--- src/core/cam_if_pkg.sv ---
// constants shared by the cam positioner host link ends
// assumes one common clock for both ends
package cam_if_pkg;
  localparam logic [7:0] code_write = 8'h10;
  localparam logic [7:0] code_del_one = 8'h20;
  localparam logic [7:0] code_del_all = 8'h30;
  localparam logic [3:0] id_cmd = 4'h1;
  localparam logic [3:0] id_on = 4'h2;
  localparam logic [3:0] id_off = 4'h3;
  localparam int req_bit = 9;
  localparam int host_ack_bit = 15;
  localparam int dev_ack_bit = 15;
  localparam int ready_bit = 7;
  localparam logic [11:0] err_none = 12'h000;
  localparam logic [11:0] err_dup = 12'h023;
  localparam logic [11:0] err_onoff = 12'h022;
  localparam logic [11:0] err_input = 12'h021;
  localparam logic [11:0] err_full = 12'h024;
  localparam logic [1:0] mode_two_word = 2'h0;
  localparam logic [1:0] mode_four_word = 2'h1;
  localparam logic [15:0] word_zero = 16'h0000;
endpackage : cam_if_pkg

--- src/core/cam_link_if.sv ---
// io words between controller cpu and cam positioner
// assumes both ends share clk
`timescale 1ns/1ps
`default_nettype none
interface cam_link_if;
  logic [15:0] blk_word0;
  logic [15:0] blk_word1;
  logic [15:0] blk_word2;
  logic blk_strobe;
  logic [15:0] data_word;
  logic [15:0] ctrl_word;
  logic [15:0] rd_word0;
  logic [15:0] rd_word1;
  logic [15:0] rd_word2;
  logic [15:0] stat_word;
  modport device_end (
    input blk_word0, blk_word1, blk_word2, blk_strobe, data_word, ctrl_word,
    output rd_word0, rd_word1, rd_word2, stat_word
  );
  modport host_end (
    output blk_word0, blk_word1, blk_word2, blk_strobe, data_word, ctrl_word,
    input rd_word0, rd_word1, rd_word2, stat_word
  );
endinterface : cam_link_if
`default_nettype wire

--- src/core/cam_device_end.sv ---
// cam positioner end: step table, command decode, read words
// assumes host end on same clk; outputs/angle come from the cam core
//
// The strobed register port and the placing of the registers are this design's own decisions.
`timescale 1ns/1ps
`default_nettype none
module cam_device_end #(
  parameter int steps = 16,
  parameter int proc_cycles = 4
) (
  input wire logic clk,
  input wire logic rst_b,
  cam_link_if.device_end link,
  input wire logic [31:0] out_state,
  input wire logic [11:0] cur_angle,
  output logic [11:0] err_code,
  output logic [7:0] step_count
);
  typedef enum {d_idle, d_cap, d_exec, d_wait} dstate_type;
  dstate_type st_r;
  logic vld_r [steps];
  logic [7:0] out_r [steps];
  logic [11:0] on_r [steps];
  logic [11:0] off_r [steps];
  logic [15:0] cw_r;
  logic [11:0] ona_r;
  logic [11:0] offa_r;
  logic [11:0] err_r;
  logic ack_r;
  logic rdy_r;
  logic [1:0] widx_r;
  logic [7:0] cnt_r;
  logic [15:0] rd0_r;
  logic [15:0] rd1_r;
  logic [15:0] rd2_r;
  function automatic logic bcd_ok(input logic [11:0] v);
    bcd_ok = (v[3:0] < 4'ha) && (v[7:4] < 4'ha) && (v[11:8] < 4'ha);
  endfunction : bcd_ok
  ////////////////////////////////////////////////////////////////////////
  wire [7:0] code = cw_r[15:8];
  wire [7:0] onum = cw_r[7:0];
  wire code_ok = (code == cam_if_pkg::code_write)
              || (code == cam_if_pkg::code_del_one)
              || (code == cam_if_pkg::code_del_all);
  // OFF angle only checked on write
  wire in_ok = code_ok && bcd_ok({4'h0, onum}) && bcd_ok(ona_r)
            && (code != cam_if_pkg::code_write || bcd_ok(offa_r));
  logic dup;
  logic clash;
  logic free_hit;
  int free_ix;
  always_comb
  begin
    dup = 1'b0;
    clash = 1'b0;
    free_hit = 1'b0;
    free_ix = 0;
    for (int i = 0; i < steps; i++)
    begin
      if (vld_r[i] && out_r[i] == onum && on_r[i] == ona_r
          && off_r[i] == offa_r)
        dup = 1'b1;
      if (vld_r[i] && out_r[i] == onum
          && (on_r[i] == ona_r || off_r[i] == offa_r
              || on_r[i] == offa_r || off_r[i] == ona_r))
        clash = 1'b1;
      if (!vld_r[i] && !free_hit)
      begin
        free_hit = 1'b1;
        free_ix = i;
      end
    end
  end
  wire [7:0] cnt_init = 8'(proc_cycles);
  ////////////////////////////////////////////////////////////////////////
  assign link.rd_word0 = rd0_r;
  assign link.rd_word1 = rd1_r;
  assign link.rd_word2 = rd2_r;
  assign link.stat_word = {ack_r, 7'h00, rdy_r, 7'h00};
  assign err_code = err_r;
  always_comb
  begin
    step_count = 8'h00;
    for (int i = 0; i < steps; i++)
      step_count = step_count + {7'h00, vld_r[i]};
  end
  always_ff @(posedge clk or negedge rst_b)
  begin
    if (!rst_b)
    begin
      rd0_r <= 16'h0000;
      rd1_r <= 16'h0000;
      rd2_r <= 16'h0000;
    end
    else
    begin
      rd0_r <= out_state[15:0];
      rd1_r <= out_state[31:16];
      rd2_r <= {4'h0, cur_angle};
    end
  end
  ////////////////////////////////////////////////////////////////////////
  wire req = link.ctrl_word[cam_if_pkg::req_bit];
  wire hack = link.ctrl_word[cam_if_pkg::host_ack_bit];
  wire [3:0] wid = link.data_word[15:12];
  // rebuild the full code from the digit sent in four-word mode
  wire [15:0] cmd_four = {link.data_word[11:8] + 4'h1, 4'h0,
                          link.data_word[7:0]};
  wire [3:0] want = (widx_r == 2'h0) ? cam_if_pkg::id_cmd
                  : (widx_r == 2'h1) ? cam_if_pkg::id_on : cam_if_pkg::id_off;
  always_ff @(posedge clk or negedge rst_b)
  begin
    if (!rst_b)
    begin
      st_r <= d_idle;
      vld_r <= '{default: 1'b0};
      out_r <= '{default: 8'h00};
      on_r <= '{default: 12'h000};
      off_r <= '{default: 12'h000};
      cw_r <= 16'h0000;
      ona_r <= 12'h000;
      offa_r <= 12'h000;
      err_r <= cam_if_pkg::err_none;
      ack_r <= 1'b0;
      rdy_r <= 1'b1;
      widx_r <= 2'h0;
      cnt_r <= 8'h00;
    end
    else
    begin
      case (st_r)
        d_idle:
          if (link.blk_strobe)
          begin
            cw_r <= link.blk_word0;
            ona_r <= link.blk_word1[11:0];
            offa_r <= link.blk_word2[11:0];
            rdy_r <= 1'b0;
            st_r <= d_exec;
          end
          else if (req && !ack_r)
          begin
            if (wid != want)
            begin
              err_r <= cam_if_pkg::err_input;
              widx_r <= 2'h0;
            end
            else if (widx_r == 2'h0)
              cw_r <= cmd_four;
            else if (widx_r == 2'h1)
              ona_r <= link.data_word[11:0];
            else
              offa_r <= link.data_word[11:0];
            ack_r <= 1'b1;
            rdy_r <= 1'b0;
            st_r <= d_cap;
          end
        d_cap:
          if (hack && !req)
          begin
            ack_r <= 1'b0;
            if (widx_r == 2'h2)
            begin
              widx_r <= 2'h0;
              st_r <= d_exec;
            end
            else
            begin
              if (err_r != cam_if_pkg::err_input || wid == want)
                widx_r <= widx_r + 2'h1;
              rdy_r <= 1'b1;
              st_r <= d_idle;
            end
          end
        d_exec:
        begin
          // one pass decides the command, then the busy count runs
          begin
            cnt_r <= cnt_init;
            st_r <= d_wait;
            if (!in_ok)
              err_r <= cam_if_pkg::err_input;
            else if (code == cam_if_pkg::code_write)
            begin
              if (dup)
                err_r <= cam_if_pkg::err_dup;
              else if (clash)
                err_r <= cam_if_pkg::err_onoff;
              else if (!free_hit)
                err_r <= cam_if_pkg::err_full;
              else
              begin
                vld_r[free_ix] <= 1'b1;
                out_r[free_ix] <= onum;
                on_r[free_ix] <= ona_r;
                off_r[free_ix] <= offa_r;
                err_r <= cam_if_pkg::err_none;
              end
            end
            else
            begin
              for (int i = 0; i < steps; i++)
                if (vld_r[i] && out_r[i] == onum
                    && (code == cam_if_pkg::code_del_all
                        || on_r[i] == ona_r))
                  vld_r[i] <= 1'b0;
              err_r <= cam_if_pkg::err_none;
            end
          end
        end
        d_wait:
          if (cnt_r <= 8'h01)
          begin
            rdy_r <= 1'b1;
            st_r <= d_idle;
          end
          else
            cnt_r <= cnt_r - 8'h01;
        default: st_r <= d_idle;
      endcase
    end
  end
endmodule : cam_device_end
`default_nettype wire

--- src/flat_wrapper.sv ---
// flat-port wrapper written by rule: the top's interface ports become plain ports
module cam_device_end_flat 
#(
  parameter int steps = 16,
  parameter int proc_cycles = 4
)
  (clk, rst_b, out_state, cur_angle, err_code, step_count, link_blk_word0, link_blk_word1, link_blk_word2, link_blk_strobe, link_data_word, link_ctrl_word, link_rd_word0, link_rd_word1, link_rd_word2, link_stat_word);
  cam_link_if link_i ();
  input wire logic clk;
  input wire logic rst_b;
  input wire logic [31:0] out_state;
  input wire logic [11:0] cur_angle;
  output logic [11:0] err_code;
  output logic [7:0] step_count;
  input wire logic [$bits(link_i.blk_word0)-1:0] link_blk_word0;
  input wire logic [$bits(link_i.blk_word1)-1:0] link_blk_word1;
  input wire logic [$bits(link_i.blk_word2)-1:0] link_blk_word2;
  input wire logic [$bits(link_i.blk_strobe)-1:0] link_blk_strobe;
  input wire logic [$bits(link_i.data_word)-1:0] link_data_word;
  input wire logic [$bits(link_i.ctrl_word)-1:0] link_ctrl_word;
  output wire logic [$bits(link_i.rd_word0)-1:0] link_rd_word0;
  output wire logic [$bits(link_i.rd_word1)-1:0] link_rd_word1;
  output wire logic [$bits(link_i.rd_word2)-1:0] link_rd_word2;
  output wire logic [$bits(link_i.stat_word)-1:0] link_stat_word;
  assign link_i.blk_word0 = link_blk_word0;
  assign link_i.blk_word1 = link_blk_word1;
  assign link_i.blk_word2 = link_blk_word2;
  assign link_i.blk_strobe = link_blk_strobe;
  assign link_i.data_word = link_data_word;
  assign link_i.ctrl_word = link_ctrl_word;
  assign link_rd_word0 = link_i.rd_word0;
  assign link_rd_word1 = link_i.rd_word1;
  assign link_rd_word2 = link_i.rd_word2;
  assign link_stat_word = link_i.stat_word;
  cam_device_end #(.steps(steps), .proc_cycles(proc_cycles)) u_core (.clk(clk), .rst_b(rst_b), .link(link_i), .out_state(out_state), .cur_angle(cur_angle), .err_code(err_code), .step_count(step_count));
endmodule
--- config.mk ---
export PLATFORM = sky130hd
export DESIGN_NAME = cam_device_end_flat
export DESIGN_NICKNAME = d
export VERILOG_FILES = /design/src/core/cam_if_pkg.sv /design/src/core/cam_link_if.sv /design/src/core/cam_device_end.sv /design/src/flat_wrapper.sv
export SDC_FILE = /design/constraint.sdc
export NUM_CORES = 1
export LEC_CHECK = 0
export BUFFER_PORTS_ARGS = -buffer_cell sky130_fd_sc_hd__buf_2
export CELL_PAD_IN_SITES_DETAIL_PLACEMENT = 1
export CELL_PAD_IN_SITES_GLOBAL_PLACEMENT = 2
export CORE_MARGIN = 4
export CORE_UTILIZATION = 46
export DETAILED_ROUTE_END_ITERATION = 6
export HOLD_SLACK_MARGIN = 0.15
export PLACE_DENSITY = 0.83
export SYNTH_ARGS = -nofsm -noshare
export SYNTH_HDL_FRONTEND = slang
export SYNTH_SLANG_ARGS = --single-unit
--- constraint.sdc ---
create_clock -name clk -period 7.92 [get_ports clk]
set_input_delay 1.188 -clock clk [delete_from_list [all_inputs] [get_ports clk]]
set_output_delay 1.188 -clock clk [all_outputs]
set_load 0.05 [all_outputs]
==> results of run 1 <==
-- state kept, by name, summed over array words and instances (netlist names) --
signal	count
u_core.widx_r	2
u_core.on_r	192
u_core.off_r	192
u_core.cw_r	16
u_core.ack_r	1
u_core.st_r	2
u_core.link.rd_word0	16
u_core.offa_r	12
u_core.link.rd_word2	12
u_core.err_code	4
u_core.out_r	128
u_core.rdy_r	1
u_core.link.rd_word1	16
u_core.vld_r	16
u_core.cnt_r	8
u_core.ona_r	12
-- logic make-up (layout without fill, tap and decap cells) --
| group | Yosys count | in the layout | share of synthesized area |
|---|---|---|---|
| flops | 630 | 630 | 0.438 |
| fa+ha+maj | 20 | 20 | 0.00903 |
| mux | 513 | 513 | 0.160 |
| compound gates | 195 | 195 | 0.0328 |
| xor+xnor | 904 | 904 | 0.220 |
| other cells | 1 | 29 | 0.000104 |
| simple gates | 546 | 546 | 0.0853 |
| buf+inv | 312 | 414 | 0.0548 |
-- synth_stat cells, types with 6 or more instances --
cell type and instances:
dfrtp_1 629, xnor2_1 572, mux2_2 508, xor2_1 332, nand4_1 162, buf_2 94
nor4_1 90, a21oi_1 85, buf_4 80, nor3_1 67, nand3_1 62, nor2_1 59
clkbuf_1 54, buf_6 51, nand2_1 46, o21ai_0 44, inv_1 32, nor2b_1 16
and3_1 10, fa_1 10, ha_1 10, o41ai_1 10, a22o_1 8, a31oi_1 8
and2_1 6, o31ai_1 6, or3_1 6
-- power by group --
group,switching [uW],internal [uW]
combinational,2870,1660
sequential,657,3360
clock,1410,1990
total,4940,7010
-- layout make-up --
type,instances,area share
timing repair buffer,251,0.0388
sequential,630,0.399
tap,1040,0.0329
inverter,32,0.00304
clock buffer,111,0.0565
clock inverter,20,0.00430
multi-input combinational,2207,0.465
-- per-layer routing --
layer,part of all wire,GRT usage,wire (um),vias up
li1,-,-,-,10900
met1,0.41,0.331,45100,12800
met2,0.49,0.455,54000,578
met3,0.054,0.0471,5900,229
met4,0.039,0.102,4210,0
met5,0,0,0,-
-- path summary, 6_finish.rpt --
kind	start	end	depth (start not counted)
worst max-delay path	u_core.vld_r[14]$_DFFE_PN0P_	step_count[2]	11
worst min-delay path	u_core.cw_r[15]$_DFFE_PN0P_	u_core.cw_r[15]$_DFFE_PN0P_	2
worst max register to register	u_core.ona_r[10]$_DFFE_PN0P_	u_core.off_r[98]$_DFFE_PN0P_	11
worst min register to register	u_core.cw_r[15]$_DFFE_PN0P_	u_core.cw_r[15]$_DFFE_PN0P_	2
max in group asynchronous	rst_b	u_core.out_r[71]$_DFFE_PN0P_	2
min in group asynchronous	rst_b	u_core.on_r[111]$_DFFE_PN0P_	1
-- critical path, delay by kind of cell (launching register included) --
kind	cells	cell delay, ns
adders and majority gates	7	3.31
buffers and inverters	3	0.44
DFF	1	0.40
xor gates and xnor gates	1	0.17
-- cells in the final DEF (no fill, tap or decap), types with 4 or more instances in the layout --
cell	count
nor4_1	90
clkinv_2	10
nor3_1	67
xor2_1	332
a41oi_1	4
a22o_1	8
dfrtp_2	24
fa_1	10
nand2_1	46
or3_1	6
o21ai_0	44
and2_1	6
and3_1	10
inv_1	32
buf_4	89
xnor2_1	572
mux2_2	508
nand3_1	62
o31ai_1	6
a21oi_1	85
clkbuf_1	16
nor2_1	59
a31oi_1	8
clkbuf_16	77
mux2_1	4
ha_1	10
conb_1	29
clkbuf_8	18
o41ai_1	10
buf_2	158
nand4_1	162
nor2b_1	16
dfrtp_1	605
-- through the flow --
stage / worst slack, ns / hold WS [ns] / area [um2]
after detailed placement: 2.39 / 0.483 / 37100
after global placement: 2.42 / 0.472 / 37100
after floorplan: 2.26 / 0.441 / 36100
final: 1.77 / 0.500 / 39500
after CTS: 1.72 / 0.501 / 39500
after global routing: 1.58 / 0.532 / 39500
==> results.json, run 1 <==
{
  "syn-cell-area_um2": 36000,
  "h-tree-depth": 3,
  "synth_warnings": 0,
  "portBuffers": 159,
  "cts_num_sinks": 630,
  "gp_congestion": 0.862,
  "die_x_um": 288,
  "cts_buffer_depth": 3,
  "path_class": "register to output pin",
  "viasPerCell": 5.71,
  "numCtsBuffers": 76,
  "fin_util": 0.511,
  "firstDrtPassIters": 6,
  "clk_pin_slew_ns": 0.06,
  "rsz0062_at_grt": "no",
  "final_cell_count_no_fill": 4291,
  "status": "completed",
  "synth_top_area_share": 0.437,
  "yosysUniqueCellTypes": 65,
  "synth-seq-cells": 630,
  "cp_slowest_cell": "fa_1",
  "fmax_mhz": 163,
  "critPathMaxStageDelay_ns": 0.55,
  "syn_avg_cell_area_um2": 11.5,
  "grt_max_degree": 175,
  "core.rowCount": 102,
  "dp_hpwl_um": 72600,
  "post_cts_buffers": 0,
  "ys.flop_type": "dfrtp_1",
  "initial_core_util": 0.465,
  "peakVddDrop_uv": 187,
  "ant_nets": 0,
  "period_needed_ns": 6.15,
  "syn-instance-count": 3121,
  "antenna_found_initial": 0,
  "relSlewSlack": 0.0812,
  "synthArstFlopShare": 1.00,
  "drt-initial-drc-count": 1415,
  "cts_tree": "done",
  "cp.required_ns": 6.73,
  "nFillCells": 8139,
  "synth_edf_count": 0,
  "reg2reg_slack_ns": 2.61,
  "setup_viol_count_final": 0,
  "die_h_um": 288,
  "dieArea_um2": 82800,
  "core-area_um2": 77500,
  "cts_resized": 0,
  "start_kind": "register",
  "yosysTopAreaCell": "dfrtp_1",
  "worstMarginPinSlew_ns": 1.37,
  "drive_above_1_share": 0.279,
  "wirelength_um": 109000,
  "p_leak_uw": 0.0177,
  "cp.arrival_ns": 4.96,
  "fin_tns_setup_ns": 0,
  "finalClockSkew_ns": 0.0252,
  "fin_nets": 3345,
  "hold_path.class": "register to register",
  "regArea_um2": 15800,
  "total_power_uw": 12000,
  "root_buffer": "clkbuf_16",
  "maxCapViolations": 0,
  "insertion_delay_ns": 0.63,
  "track_usage": 0.264,
  "powerDensity_nw_per_um2": 302,
  "ys_seq_area_frac": 0.438,
  "drv_slew": 0,
  "ios": 211,
  "synthToLayoutAreaGrowth_pct": 9.83,
  "grt_pass1_vias": 27300,
  "path_max_fanout": 4,
  "drc_errors": 0,
  "crit_chain": "inv_1, ha_1, fa_1, fa_1, fa_1, fa_1, inv_1, fa_1, fa_1, xor2_1, buf_2",
  "grt_pass1_wl_um": 167000,
  "avgRoutedWirePerCell_um": 25.5,
  "period_share": 0.777,
  "hold_violations": 0,
  "dp_cells": 4160,
  "cts_hold_buf": 0,
  "multi_input_area_um2": 18400,
  "cp-end-kind": "output pin",
  "crit_path_frequent_cell": "fa_1",
  "diodes": 0,
  "synth_top_cells_by_area": "dfrtp_1 44%, mux2_2 16%, xnor2_1 14%, xor2_1 8.1%, nand4_1 2.8%",
  "vias": 24500,
  "gr-total-overflow": 0
}
No activity file was read; power rests on OpenSTA's default activity.
==> inputs of run 2 (changes only) <==
--- a/config.mk
+++ b/config.mk
@@ -9,10 +9,10 @@
 export CELL_PAD_IN_SITES_DETAIL_PLACEMENT = 1
 export CELL_PAD_IN_SITES_GLOBAL_PLACEMENT = 2
 export CORE_MARGIN = 4
-export CORE_UTILIZATION = 46
+export CORE_UTILIZATION = 38
 export DETAILED_ROUTE_END_ITERATION = 6
 export HOLD_SLACK_MARGIN = 0.15
-export PLACE_DENSITY = 0.83
+export PLACE_DENSITY = 0.73
 export SYNTH_ARGS = -nofsm -noshare
 export SYNTH_HDL_FRONTEND = slang
 export SYNTH_SLANG_ARGS = --single-unit
==> constraint.sdc (replaced) <==
create_clock -name clk -period 5.5 [get_ports clk]
set_input_delay 0.825 -clock clk [delete_from_list [all_inputs] [get_ports clk]]
set_output_delay 0.825 -clock clk [all_outputs]
set_load 0.05 [all_outputs]
==> results.json, run 2 (synthesis gave the netlist of run 1 again) <==
{
  "status": "completed",
  "setup_viol_count_final": 0,
  "cts_num_sinks": 630,
  "gr-total-overflow": 0,
  "clk_pin_slew_ns": 0.06,
  "core.rowCount": 112,
  "hold_violations": 0,
  "dieArea_um2": 99800,
  "total_power_uw": 17900,
  "start_kind": "register",
  "initial_core_util": 0.385,
  "fmax_mhz": 185,
  "dp_cells": 4406,
  "portBuffers": 159,
  "cts_tree": "done",
  "dp_hpwl_um": 76300,
  "diodes": 0,
  "cp-end-kind": "output pin",
  "p_leak_uw": 0.0181,
  "antenna_found_initial": 0,
  "final_cell_mix": "605 x dfrtp_1, 572 x xnor2_1, 508 x mux2_2, 332 x xor2_1, 162 x nand4_1",
  "die_x_um": 316,
  "grt_pass1_wl_um": 172000,
  "drv_slew": 0,
  "gp_congestion": 0.835,
  "final_common_cell": "dfrtp_1",
  "fin_nets": 3381,
  "wirelength_um": 113000,
  "drc_errors": 0,
  "maxCapViolations": 0,
  "avgRoutedWirePerCell_um": 24.9,
  "cts_hold_buf": 0,
  "path_max_fanout": 2,
  "peakVddDrop_uv": 265,
  "ant_nets": 0,
  "numCtsBuffers": 77,
  "relSlewSlack": 0.255,
  "ios": 211,
  "final_cell_count_no_fill": 4547,
  "powerDensity_nw_per_um2": 441,
  "top_regs": "u_core.off_r: 192 flops, u_core.on_r: 192 flops, u_core.out_r: 128 flops",
  "fin_util": 0.434,
  "grt_max_degree": 144,
  "cp.arrival_ns": 4.58,
  "die_h_um": 316,
  "worstMarginPinSlew_ns": 1.11,
  "vias": 24500,
  "dpl_worst_slack_ns": 0.359,
  "hold_path.class": "input pin to asynchronous set/reset pin",
  "cp.required_ns": 4.68,
  "firstDrtPassIters": 5,
  "grt_pass1_vias": 27100,
  "viasPerCell": 5.40,
  "synthToLayoutAreaGrowth_pct": 12.7,
  "h-tree-depth": 3,
  "track_usage": 0.226,
  "finalClockSkew_ns": 0.0408,
  "period_needed_ns": 5.40,
  "finalWorstSetupSlack_ns": 0.0996,
  "rsz0062_at_grt": "yes",
  "core-area_um2": 93600,
  "root_buffer": "clkbuf_16",
  "cts_buffer_depth": 3,
  "drt-initial-drc-count": 1321,
  "period_share": 0.982,
  "drive_above_1_share": 0.288,
  "insertion_delay_ns": 0.64,
  "path_class": "register to output pin"
}
[run 2: worst max-delay path, cell delays in order, from the launching register on]
cell     delay [ns]
dfrtp_1        0.39
inv_2          0.08
ha_4           0.20
fa_1           0.48
fa_1           0.52
fa_1           0.52
fa_1           0.53
inv_1          0.06
fa_2           0.39
fa_2           0.38
xor2_1         0.17
buf_4          0.22
[run 2: power breakdown]
group | leakage (uW) | internal, uW | switching (uW)
sequential | 0.00856 | 4840 | 975
combinational | 0.00826 | 2620 | 4220
clock | 0.00128 | 3180 | 2080
[run 2: per-stage QoR]
step / setup TNS [ns] / hold WS, ns / cell area [um2]
detailed placement: 0 / 0.478 / 37900
finish: 0 / 0.256 / 40600
floorplan: 0 / 0.441 / 36100
CTS: 0 / 0.258 / 40600
global route: -0.114 / 0.277 / 40600
global placement: 0 / 0.475 / 37900
[run 2: path summary, 6_finish.rpt]
check / depth (start not counted) / slack (ns) / end / from
setup / recovery: 11 / 0.1 / step_count[2] / u_core.vld_r[14]$_DFFE_PN0P_
hold / removal: 1 / 0.26 / u_core.off_r[32]$_DFFE_PN0P_ / rst_b
setup reg to reg: 10 / 0.62 / u_core.off_r[59]$_DFFE_PN0P_ / u_core.ona_r[11]$_DFFE_PN0P_
hold reg to reg: 2 / 0.51 / u_core.cw_r[14]$_DFFE_PN0P_ / u_core.cw_r[14]$_DFFE_PN0P_
max in group asynchronous: 2 / 3.84 / u_core.cnt_r[7]$_DFFE_PN0P_ / rst_b
min in group clk: 1 / 0.30 / u_core.link.rd_word1[4]$_DFF_PN0_ / out_state[20]
[run 2: layer usage]
metal / wire [um] / GRT usage / vias up
li1: - / - / 10900
met1: 50400 / 0.301 / 13000
met5: 0 / 0 / -
met2: 55100 / 0.384 / 462
met3: 4270 / 0.0272 / 153
met4: 3420 / 0.0742 / 0
[run 2: layout make-up]
class / instances / area [um2]
fillers: 10100 / 53000
well taps: 1254 / 1570
flip-flops and latches: 630 / 15800
clock buffers: 120 / 2350
multi-input cells: 2207 / 18400
repair buffers: 286 / 2080
clock inverters: 18 / 248
inverters: 32 / 120
[run 2: timing repair]
item / in CTS / in global routing
pin swaps: 3 / 9
endpoints found under the hold margin: 0 / 0
setup buffers: 2 / 1
resized for setup: 6 / 5
endpoints found under the setup margin: 4 / 4
